`src/core/pit_defines.svh`:
```
// Register offsets, field positions and reset values of the interval timer
`ifndef PIT_DEFINES_SVH
`define PIT_DEFINES_SVH
// ------------------------------------------------------------
// Register word addresses (one aligned word each)
// ------------------------------------------------------------
`define PIT_OFS_INT_CTRL   4'h0
`define PIT_OFS_RUN_CTRL   4'h1
`define PIT_OFS_MODE_CFG   4'h2
`define PIT_OFS_PIN_CTRL   4'h3
`define PIT_OFS_PRESCALE   4'h4
`define PIT_OFS_MAIN_CNT   4'h5
// ------------------------------------------------------------
// Field positions
// ------------------------------------------------------------
`define PIT_RUN_REQ_BIT    0
`define PIT_ACTIVE_BIT     1
`define PIT_HALT_BIT       2
`define PIT_EDGE_BIT       4
`define PIT_UNDF_BIT       5
`define PIT_MODE_LSB       0
`define PIT_SRC_LSB        4
`define PIT_GATE_BIT       7
`define PIT_IRQ_BIT        3
`define PIT_LVL_LSB        0
// ------------------------------------------------------------
// Codes and reset values
// ------------------------------------------------------------
`define PIT_MODE_TIMER     3'h0
`define PIT_SRC_DIV8       3'h1
`define PIT_DIV8_LAST      3'h7
`define PIT_RST_BYTE       8'h00
`define PIT_INT_RD_MASK    8'h0F
`define PIT_RUN_RD_MASK    8'h33
`endif

```
`src/core/pit_pkg.sv`:
```
// Types shared by the interval timer modules
package pit_pkg;
  typedef enum logic [1:0] {PIT_IDLE, PIT_ACK} pit_bus_state_t;
endpackage

```
`src/core/pit_tick_if.sv`:
```
// Carrier for the count source tick between the divider and the timer core
`timescale 1ns/1ps
interface pit_tick_if;
  logic tick;
  logic enable;
  modport src  (output tick, input enable);
  modport sink (input  tick, output enable);
endinterface

```
`src/core/pit_top.sv`:
```
// Eight-bit prescaled interval timer with classic Wishbone register access
// ------------------------------------------------------------
// Behaviour
// - Writing one to run_request starts counting, writing zero stops it.
// - count_active_flag is read-only, one while counting, zero when stopped; the code also reads one while the count is stalled.
// - Writing one to forced_halt stops the count at once; reads zero.
// - edge_seen_flag in run control, zero means no edge, write clears.
// - underflow_flag in run control, zero means no underflow, write clears.
// - operating_mode_field bits 2:0, code zero is plain timer mode.
// - Eight-bit prescaler counts the internal source, full 00h..FFh range.
// - priority_level_field selects request level, zero disables interrupt; the code only stores the level, and request_pending still sets at level zero.
// - request_pending at bit three shows a pending request, writable.
// ------------------------------------------------------------
//
// Decided for this implementation: register access over Wishbone and the placing of the registers.
`timescale 1ns/1ps
`include "pit_defines.svh"
module pit_top (
  input  wire logic        CLK,
  input  wire logic        RST,
  input  wire logic        WB_CYC_I,
  input  wire logic        WB_STB_I,
  input  wire logic        WB_WE_I,
  input  wire logic [3:0]  WB_ADR_I,
  input  wire logic [3:0]  WB_SEL_I,
  input  wire logic [31:0] WB_DAT_I,
  output logic      [31:0] WB_DAT_O,
  output logic             WB_ACK_O,
  output logic             COUNT_ACTIVE,
  output logic             UNDERFLOW_PULSE
);
  // ------------------------------------------------------------
  // Register state
  // ------------------------------------------------------------
  logic [7:0] int_ctrl_q, int_ctrl_d;
  logic       run_req_q, run_req_d;
  logic       active_q, active_d;
  logic       edge_q, edge_d;
  logic       undf_q, undf_d;
  logic [7:0] mode_q, mode_d;
  logic [7:0] pin_q, pin_d;
  logic [7:0] pre_rld_q, pre_rld_d;
  logic [7:0] cnt_rld_q, cnt_rld_d;
  logic [7:0] pre_q, pre_d;
  logic [7:0] cnt_q, cnt_d;
  logic       undf_pulse_q, undf_pulse_d;
  logic [31:0] rdat_q, rdat_d;
  logic        ack_q, ack_d;
  pit_pkg::pit_bus_state_t st_q, st_d;
  logic        wr_en;
  logic [7:0]  wbyte;
  logic        src_ok;
  logic        pre_uf;
  logic        cnt_uf;
  // Write decode and stage borrows
  logic        halt_wr;
  logic        count_ok;
  logic [8:0]  pre_dec;
  logic [8:0]  cnt_dec;

  // Divider and core share the tick carrier; the core owns the enable
  pit_tick_if tk ();

  pit_div8 u_div (
    .clk (CLK),
    .rst (RST),
    .tk  (tk.src)
  );

  // Byte lane zero carries every register
  // Offsets compare whole, so no register answers at an alias
  function automatic logic hit(input logic [3:0] a, input logic [3:0] ofs);
    hit = (a == ofs);
  endfunction

  // Decrement with underflow flag, used by both stages
  // The ninth bit is the borrow that marks a stage underflow
  function automatic logic [8:0] dec8(input logic [7:0] v);
    dec8 = {(v == 8'h00), v - 8'h01};
  endfunction

  // ------------------------------------------------------------
  // Count source selection
  // ------------------------------------------------------------
  // timer mode only
  // gate passes source
  // A wrong mode, source or a closed gate stalls both stages while the
  // status flag still reads one: the timer looks busy but never underflows
  always_comb begin
    src_ok = (mode_q[`PIT_MODE_LSB +: 3] == `PIT_MODE_TIMER)
          && (mode_q[`PIT_SRC_LSB +: 3] == `PIT_SRC_DIV8)
          && !mode_q[`PIT_GATE_BIT];
  end
  assign tk.enable = active_q && src_ok;

  // Writes act only on lane zero and only while the slave is idle
  assign wr_en = (st_q == pit_pkg::PIT_IDLE) && WB_CYC_I && WB_STB_I && WB_WE_I
              && WB_SEL_I[0];
  assign wbyte = WB_DAT_I[7:0];

  // ------------------------------------------------------------
  // Write decode
  // ------------------------------------------------------------
  // halt decoded early
  // The halt has to freeze both stages in the cycle it is written, so it
  // masks the tick path here instead of waiting for the status flop
  always_comb begin
    halt_wr  = wr_en && hit(WB_ADR_I, `PIT_OFS_RUN_CTRL) && wbyte[`PIT_HALT_BIT];
    count_ok = active_q && !halt_wr;
  end

  always_comb begin
    pre_dec = dec8(pre_q);
    cnt_dec = dec8(cnt_q);
    pre_uf  = tk.tick && count_ok && pre_dec[8];
    cnt_uf  = pre_uf && cnt_dec[8];
  end

  // ------------------------------------------------------------
  // Counter and flag next state
  // ------------------------------------------------------------
  // Reload values written while running take effect at the next underflow
  // only, so a period change never cuts the period in progress short
  // Bus write happens before hardware events so that a set wins over a clear
  always_comb begin
    int_ctrl_d   = int_ctrl_q;
    run_req_d    = run_req_q;
    edge_d       = edge_q;
    undf_d       = undf_q;
    mode_d       = mode_q;
    pin_d        = pin_q;
    pre_rld_d    = pre_rld_q;
    cnt_rld_d    = cnt_rld_q;
    pre_d        = pre_q;
    cnt_d        = cnt_q;
    undf_pulse_d = 1'b0;
    if (wr_en) begin
      if (hit(WB_ADR_I, `PIT_OFS_INT_CTRL)) begin
        int_ctrl_d = wbyte & `PIT_INT_RD_MASK;
      end else if (hit(WB_ADR_I, `PIT_OFS_RUN_CTRL)) begin
        run_req_d = wbyte[`PIT_RUN_REQ_BIT];
        edge_d    = wbyte[`PIT_EDGE_BIT] & edge_q;
        undf_d    = wbyte[`PIT_UNDF_BIT] & undf_q;
        if (wbyte[`PIT_HALT_BIT]) begin
          // Reload both stages so a later start runs a full period
          run_req_d = 1'b0;
          pre_d     = pre_rld_q;
          cnt_d     = cnt_rld_q;
        end
      end else if (hit(WB_ADR_I, `PIT_OFS_MODE_CFG)) begin
        mode_d = wbyte;
      end else if (hit(WB_ADR_I, `PIT_OFS_PIN_CTRL)) begin
        pin_d = wbyte;
      end else if (hit(WB_ADR_I, `PIT_OFS_PRESCALE)) begin
        pre_rld_d = wbyte;
        // Current value loads only while stopped; a running stage keeps counting
        if (!active_q) begin
          pre_d = wbyte;
        end
      end else if (hit(WB_ADR_I, `PIT_OFS_MAIN_CNT)) begin
        cnt_rld_d = wbyte;
        if (!active_q) begin
          cnt_d = wbyte;
        end
      end
    end
    if (tk.tick && count_ok) begin
      pre_d = pre_uf ? pre_rld_q : pre_dec[7:0];
      if (pre_uf) begin
        cnt_d = cnt_uf ? cnt_rld_q : cnt_dec[7:0];
      end
    end
    // The pulse mirrors the flag set so a monitor need not poll the bus
    // underflow sets flags and reloads
    if (cnt_uf) begin
      undf_d                  = 1'b1;
      int_ctrl_d[`PIT_IRQ_BIT] = 1'b1;
      undf_pulse_d            = 1'b1;
    end
  end

  // Status lags the request by a cycle, which is why software polls it;
  // a forced halt is the one case that drops it at once
  // status follows request one cycle later
  always_comb begin
    active_d = run_req_q && !halt_wr;
  end

  // Timer state registers only; every decision lives in the processes above
  always_ff @(posedge CLK or posedge RST) begin
    if (RST) begin
      int_ctrl_q   <= `PIT_RST_BYTE;
      run_req_q    <= 1'b0;
      active_q     <= 1'b0;
      edge_q       <= 1'b0;
      undf_q       <= 1'b0;
      mode_q       <= `PIT_RST_BYTE;
      pin_q        <= `PIT_RST_BYTE;
      pre_rld_q    <= `PIT_RST_BYTE;
      cnt_rld_q    <= `PIT_RST_BYTE;
      pre_q        <= `PIT_RST_BYTE;
      cnt_q        <= `PIT_RST_BYTE;
      undf_pulse_q <= 1'b0;
    end else begin
      int_ctrl_q   <= int_ctrl_d;
      run_req_q    <= run_req_d;
      active_q     <= active_d;
      edge_q       <= edge_d;
      undf_q       <= undf_d;
      mode_q       <= mode_d;
      pin_q        <= pin_d;
      pre_rld_q    <= pre_rld_d;
      cnt_rld_q    <= cnt_rld_d;
      pre_q        <= pre_d;
      cnt_q        <= cnt_d;
      undf_pulse_q <= undf_pulse_d;
    end
  end

  // ------------------------------------------------------------
  // Wishbone slave: ack one cycle after the request, then one idle cycle
  // ------------------------------------------------------------
  // Reads sample the state at the taking edge, so a running count is one
  // cycle old when ack arrives; unmapped offsets read zero
  always_comb begin
    st_d   = st_q;
    ack_d  = 1'b0;
    rdat_d = rdat_q;
    case (st_q)
      pit_pkg::PIT_IDLE: begin
        if (WB_CYC_I && WB_STB_I) begin
          st_d   = pit_pkg::PIT_ACK;
          ack_d  = 1'b1;
          // Upper lanes always read zero
          rdat_d = 32'h0000_0000;
          if (hit(WB_ADR_I, `PIT_OFS_INT_CTRL)) begin
            rdat_d[7:0] = int_ctrl_q;
          end else if (hit(WB_ADR_I, `PIT_OFS_RUN_CTRL)) begin
            rdat_d[`PIT_RUN_REQ_BIT] = run_req_q;
            rdat_d[`PIT_ACTIVE_BIT]  = active_q;
            rdat_d[`PIT_EDGE_BIT]    = edge_q;
            rdat_d[`PIT_UNDF_BIT]    = undf_q;
          end else if (hit(WB_ADR_I, `PIT_OFS_MODE_CFG)) begin
            rdat_d[7:0] = mode_q;
          end else if (hit(WB_ADR_I, `PIT_OFS_PIN_CTRL)) begin
            rdat_d[7:0] = pin_q;
          end else if (hit(WB_ADR_I, `PIT_OFS_PRESCALE)) begin
            rdat_d[7:0] = pre_q;
          end else if (hit(WB_ADR_I, `PIT_OFS_MAIN_CNT)) begin
            rdat_d[7:0] = cnt_q;
          end
        end
      end
      default: begin
        // Ack lasts one cycle, then the slave is idle again
        st_d = pit_pkg::PIT_IDLE;
      end
    endcase
  end

  // Bus state registers
  always_ff @(posedge CLK or posedge RST) begin
    if (RST) begin
      st_q   <= pit_pkg::PIT_IDLE;
      ack_q  <= 1'b0;
      rdat_q <= 32'h0000_0000;
    end else begin
      st_q   <= st_d;
      ack_q  <= ack_d;
      rdat_q <= rdat_d;
    end
  end

  // ------------------------------------------------------------
  // Outputs
  // ------------------------------------------------------------
  // Every output comes straight from a flop, so no bus path is combinational
  assign WB_DAT_O        = rdat_q;
  assign WB_ACK_O        = ack_q;
  assign COUNT_ACTIVE    = active_q;
  assign UNDERFLOW_PULSE = undf_pulse_q;
endmodule

```
`src/core/pit_div8.sv`:
```
// Clock divided by eight, issued as a one-cycle enable pulse
`timescale 1ns/1ps
`include "pit_defines.svh"
module pit_div8 (
  input  wire logic clk,
  input  wire logic rst,
  pit_tick_if.src   tk
);
  logic [2:0] cnt_q;
  logic [2:0] cnt_d;
  logic       tick_q;
  logic       tick_d;

  // Count only while enabled so each run starts with a full source period
  always_comb begin
    cnt_d  = tk.enable ? cnt_q + 3'h1 : 3'h0;
    tick_d = tk.enable && (cnt_q == `PIT_DIV8_LAST);
  end

  always_ff @(posedge clk or posedge rst) begin
    if (rst) begin
      cnt_q  <= 3'h0;
      tick_q <= 1'b0;
    end else begin
      cnt_q  <= cnt_d;
      tick_q <= tick_d;
    end
  end

  assign tk.tick = tick_q;
endmodule

```
`config.mk`:
```
export PLATFORM = sky130hd
export DESIGN_NAME = pit_top
export DESIGN_NICKNAME = d
export VERILOG_FILES = /design/src/core/pit_pkg.sv /design/src/core/pit_tick_if.sv /design/src/core/pit_top.sv /design/src/core/pit_div8.sv
export VERILOG_INCLUDE_DIRS = /design/src /design/src/core
export SDC_FILE = /design/constraint.sdc
export NUM_CORES = 1
export LEC_CHECK = 0
export BUFFER_PORTS_ARGS = -buffer_cell sky130_fd_sc_hd__buf_2
export CAP_MARGIN = 0
export CORE_MARGIN = 5
export CORE_UTILIZATION = 40
export DETAILED_ROUTE_END_ITERATION = 10
export GPL_ROUTABILITY_DRIVEN = 0
export MAX_ROUTING_LAYER = met4
export SETUP_SLACK_MARGIN = 0.4
export SYNTH_ARGS = -nofsm -noshare
export SYNTH_HDL_FRONTEND = slang
export SYNTH_SLANG_ARGS = --single-unit
```
`constraint.sdc`:
```
create_clock -name CLK -period 2.56 [get_ports CLK]
set_clock_uncertainty 0.05 [all_clocks]
set_input_delay 0.512 -clock CLK [delete_from_list [all_inputs] [get_ports CLK]]
set_output_delay 0.512 -clock CLK [all_outputs]
set_load 0.02 [all_outputs]
```
==> results.json, run 1 <==
{
  "critPathCaptureType": "flip-flop",
  "tns_ns": 0,
  "async_flop_share": 1.00,
  "crit_required_ns": 2.75,
  "dp_hpwl_um": 8070,
  "crit_arrival_ns": 2.65,
  "initial_core_util": 0.413,
  "synth_top_area_frac": 0.436,
  "grt_use_total": 0.188,
  "period_share": 0.961,
  "synth.distinct_cells": 69,
  "grt_pass1_wl_um": 17700,
  "leakage_nw": 2.11,
  "die_w_um": 111,
  "antennaDiodeCount": 0,
  "postCtsHoldBufs": 0,
  "num_vias": 3392,
  "slowest_delay_ns": 0.49,
  "path_max_fanout": 4,
  "ys_top_cells_by_count": "71 x dfrtp_1, 38 x mux2_2, 35 x o21ai_0",
  "cts_tree": "built",
  "rsz0062_at_grt": "true",
  "grt_pass1_vias": 3107,
  "synth.most_common_cell": "dfrtp_1",
  "drv_cap": 0,
  "routedWlPerCell_um": 18.6,
  "h-tree-depth": 3,
  "synth-seq-area-share": 0.436,
  "status": "finished clean",
  "syn_area_per_cell_um2": 9.82,
  "cts.path.max_buffers": 2,
  "viasPerCell": 5.66,
  "post-route-min-period_ns": 2.46,
  "grt_util_met3": 0.0311,
  "synth_edf_count": 0,
  "antenna_left": 0,
  "startpoint_type": "flip-flop",
  "synth_top_area_cell": "dfrtp_1",
  "use_met2": 0.271,
  "ios": 80,
  "clkLatencyLatePin_ns": 0.35,
  "die_h_um": 111,
  "worstReg2RegStart": "pre_q[0]$_DFFE_PP0P_",
  "gr-total-overflow": 0,
  "cts_root_buffer": "clkbuf_8",
  "rows": 36,
  "report.final.setup_viol": 0,
  "synth.top_cells.by_area": "dfrtp_1 44%, mux2_2 11%, buf_4 4.4%",
  "cts-buffers-inserted": 9,
  "syn_area_mm2": 0.00407,
  "reg2regPathDepth": 7,
  "max_freq_mhz": 406,
  "ir_drop_mv": 0.266,
  "ys.flop_type": "dfrtp_1",
  "path_cells": "inv_1, ha_2, or4b_4, or4_4, nor3_4, mux2_2, o21a_1",
  "worst_pin_slew_ns": 0.607,
  "grt_max_degree": 34,
  "port_buffers": 28,
  "r2r_slack_ns": 0.1,
  "fp.coreArea_mm2": 0.00986,
  "synth_warnings": 0,
  "hold_path_class": "in2async",
  "drv_slew": 0,
  "drt-total-wl_um": 11200,
  "area_growth_pct": 15.5,
  "clock_sinks": 71,
  "nets": 510,
  "busiest_layer": "met2",
  "hold_viol": 0,
  "synth_seq_cells": 71,
  "timing.rr.end": "cnt_q[3]$_DFF_PP0_",
  "drc": 0,
  "antenna_found_initial": 0,
  "slew_headroom": 0.592,
  "drive_above_1_share": 0.300,
  "path_class": "reg2reg",
  "cpMaxStageDelayCell": "or4_4",
  "die_area_mm2": 0.0123,
  "grtUsageMet1": 0.270,
  "clk_pin_slew_ns": 0.08,
  "postSynthCellCount": 415,
  "power_density_mw_per_mm2": 561,
  "first_pass_iters": 6,
  "hold_ws_ns": 0.158,
  "drt_iter0_drc": 364
}
stage by stage:
stage          setup slack [ns]  power [mW]  instances   util  area, µm²
6_report                 0.0993        2.64        599  0.477       4710
5_1_grt                  0.0415        2.76        599  0.477       4710
4_1_cts                   0.138        2.66        598  0.475       4680
3_5_place_dp             0.0832        1.74        575  0.445       4390
3_3_place_gp              0.116        1.73        575  0.445       4390
2_1_floorplan             0.222        1.61        438      -       4190
state kept, by name (all words and copies together) (netlist names), 4 cells and up:
register    flops
cnt_rld_q       8
pin_q           8
pre_q           8
cnt_q           8
mode_q          8
WB_DAT_O        8
int_ctrl_q      4
pre_rld_q       8
critical path, delay by kind of cell, from the launching register on:
kind	cells	cell delay (ns)
adder cells (fa/ha/maj)	1	0.18
flip-flops	1	0.40
buffers and inverters	1	0.07
multiplexers	1	0.35
AND/OR/NAND/NOR	3	1.14
AO/OA/AOI/OAI	1	0.17
what timing repair did:
item                                    CTS  global route
endpoints found under the setup margin   17            18
buffers inserted                          6             1
gates resized for setup                  19             5
pin swaps                                 6             0
cloned                                    1             0
cell families after synthesis:
| group | after synthesis | synth area share |
|---|---|---|
| fa+ha+maj | 4 | 0.0123 |
| other cells | 1 | 0.000920 |
| flops | 71 | 0.436 |
| simple gates | 117 | 0.159 |
| xor+xnor | 4 | 0.00860 |
| buf+inv | 64 | 0.0835 |
| mux | 40 | 0.110 |
| compound gates | 114 | 0.190 |
report_power, final:
part / internal [mW] / switching (mW) / total, mW
logic: 0.173 / 0.253 / 0.426
clock network: 0.477 / 0.421 / 0.898
registers: 1.21 / 0.103 / 1.32
worst max-delay path by stage:
stage,start,to,slack (ns),depth (start not counted)
finish,pre_q[0]$_DFFE_PP0P_,cnt_q[3]$_DFF_PP0_,0.1,7
global route,pre_q[0]$_DFFE_PP0P_,cnt_q[3]$_DFF_PP0_,0.04,7
CTS,pre_q[0]$_DFFE_PP0P_,cnt_q[3]$_DFF_PP0_,0.14,7
detailed placement,pre_q[1]$_DFFE_PP0P_,cnt_q[3]$_DFF_PP0_,0.08,7
global placement,pre_q[1]$_DFFE_PP0P_,cnt_q[3]$_DFF_PP0_,0.12,7
floorplan,pre_q[0]$_DFFE_PP0P_,cnt_q[3]$_DFF_PP0_,0.22,7
metal layers:
metal,up-vias,share of wire
met1,1619,0.44
met4,0,0.023
li1,1572,-
met2,179,0.44
met3,22,0.090
met5,-,0
placed cells by master (no fill, tap or decap), types with 3 or more instances in the layout:
master,n
nand2_1,31
a31oi_1,5
nor4_1,4
a222oi_1,3
o21ai_1,3
dfrtp_1,71
nor3_1,8
nor2_1,20
o22ai_1,7
a221oi_1,3
clkbuf_8,10
buf_4,23
nor2b_1,9
o221ai_1,3
o21ai_0,27
mux2_2,38
inv_1,13
o211ai_1,5
nand2b_1,3
and2_1,4
nand3_1,5
ha_1,3
buf_2,29
conb_1,24
o21ai_2,5
o22a_1,6
or2_2,3
and3_1,3
buf_6,6
a22oi_1,4
a21oi_1,17
final cells by class:
class | instances | area (µm²)
Timing Repair Buffer | 59 | 405
Multi-Input combinational cell | 303 | 2090
Tap cell | 133 | 166
Sequential cell | 71 | 1780
Inverter | 17 | 67.6
Clock buffer | 11 | 141
Clock inverter | 5 | 57.6
Fill cell | 951 | 5160
(Power assumes the default switching activity.)
==> run 2, diff against run 1 <==
--- a/config.mk
+++ b/config.mk
@@ -10,6 +10,7 @@
 export CAP_MARGIN = 0
 export CORE_MARGIN = 5
 export CORE_UTILIZATION = 40
+export CTS_BUF_LIST = sky130_fd_sc_hd__clkbuf_4
 export DETAILED_ROUTE_END_ITERATION = 10
 export GPL_ROUTABILITY_DRIVEN = 0
 export MAX_ROUTING_LAYER = met4
==> results.json, run 2 (synthesis gave the netlist of run 1 again) <==
{
  "h-tree-depth": 3,
  "dp_hpwl_um": 8070,
  "final_common_cell": "dfrtp_1",
  "postCtsHoldBufs": 0,
  "report.final.setup_viol": 0,
  "grt_use_total": 0.187,
  "initial_core_util": 0.413,
  "die_w_um": 111,
  "fill_cells": 958,
  "crit_arrival_ns": 2.75,
  "antennaDiodeCount": 0,
  "path_class": "reg2reg",
  "die_h_um": 111,
  "nets": 510,
  "drt_iter0_drc": 310,
  "tns_ns": 0,
  "first_pass_iters": 5,
  "placed_area_mm2": 0.00439,
  "rsz0062_at_grt": "true",
  "die_area_mm2": 0.0123,
  "cts-buffers-inserted": 9,
  "clkLatencyLatePin_ns": 0.44,
  "fp.coreArea_mm2": 0.00986,
  "worst_pin_slew_ns": 0.579,
  "final-seq-area_mm2": 0.00178,
  "crit_required_ns": 2.84,
  "cts.path.max_buffers": 2,
  "slew_headroom": 0.613,
  "grt_max_degree": 34,
  "hold_viol": 0,
  "ir_drop_mv": 0.170,
  "path_max_fanout": 4,
  "drive_above_1_share": 0.300,
  "antenna_found_initial": 0,
  "drv_cap": 0,
  "startpoint_type": "flip-flop",
  "leakage_nw": 2.08,
  "antenna_left": 0,
  "viasPerCell": 5.70,
  "drt-total-wl_um": 11100,
  "rows": 36,
  "cts_tree": "built",
  "period_share": 0.966,
  "critPathCaptureType": "flip-flop",
  "drc": 0,
  "grt_pass1_wl_um": 17600,
  "max_freq_mhz": 405,
  "gr-total-overflow": 0,
  "fin_util": 0.471,
  "area_growth_pct": 14.1,
  "layout_common_cells": "71 x dfrtp_1, 38 x mux2_2, 31 x nand2_1",
  "fin_area_mm2": 0.00465,
  "num_vias": 3414,
  "reg2regPathDepth": 7,
  "drv_slew": 0,
  "hold_path_class": "in2async",
  "ios": 80,
  "post-route-min-period_ns": 2.47,
  "routedWlPerCell_um": 18.6,
  "clk_pin_slew_ns": 0.13,
  "hold_ws_ns": 0.0656,
  "multiInputGateArea_mm2": 0.00210,
  "power_density_mw_per_mm2": 527,
  "clock_sinks": 71,
  "port_buffers": 28,
  "status": "finished clean",
  "cts_root_buffer": "clkbuf_4",
  "grt_pass1_vias": 3114,
  "finalPower_mw": 2.45
}
[run 2: per-stage QoR]
| step | setup slack, ns | std cells |
|---|---|---|
| CTS | 0.129 | 598 |
| detailed placement | 0.0832 | 575 |
| global placement | 0.116 | 575 |
| floorplan | 0.222 | 438 |
| global route | 0.0290 | 599 |
| finish | 0.0882 | 599 |
[run 2: layout make-up]
cell class / count / area share
flip-flops and latches: 71 / 0.382
inverters: 17 / 0.0145
clock inverters: 6 / 0.0132
repair buffers: 59 / 0.0872
clock buffers: 10 / 0.0162
multi-input cells: 303 / 0.451
well taps: 133 / 0.0358
[run 2: path summary, 6_finish.rpt]
check	slack, ns	start	end
setup / recovery	0.09	pre_q[0]$_DFFE_PP0P_	cnt_q[3]$_DFF_PP0_
hold / removal	0.07	RST	cnt_q[5]$_DFF_PP0_
setup reg to reg	0.09	pre_q[0]$_DFFE_PP0P_	cnt_q[3]$_DFF_PP0_
hold reg to reg	0.39	u_div.cnt_q[0]$_DFF_PP0_	u_div.cnt_q[0]$_DFF_PP0_
max in group asynchronous	1.81	RST	pre_rld_q[5]$_DFFE_PP0P_
min in group CLK	0.38	WB_DAT_I[4]	cnt_rld_q[4]$_DFFE_PP0P_
[run 2: critical path, stage by stage, from the launching register on]
cell,delay (ns)
dfrtp_1,0.42
inv_1,0.07
ha_2,0.18
or4b_4,0.48
or4_4,0.49
nor3_4,0.17
mux2_2,0.35
o21a_1,0.17
[run 2: per-layer routing]
layer	global-route usage	routed length, µm	vias up
met5	-	0	-
met1	0.267	5010	1640
li1	-	-	1580
met4	0.0616	191	0
met3	0.0306	912	17
met2	0.270	5030	177
[run 2: what timing repair did]
action                                  4_1_cts  5_1_grt
endpoints found under the setup margin       17       18
pin swaps                                     7        0
resized for setup                            19        6
buffers inserted                              6        1
cloned                                        1        0
[run 2: where the power goes]
part / total [mW] / internal, mW / switching [mW]
Clock: 0.706 / 0.305 / 0.401
Sequential: 1.32 / 1.21 / 0.104
Combinational: 0.426 / 0.174 / 0.252
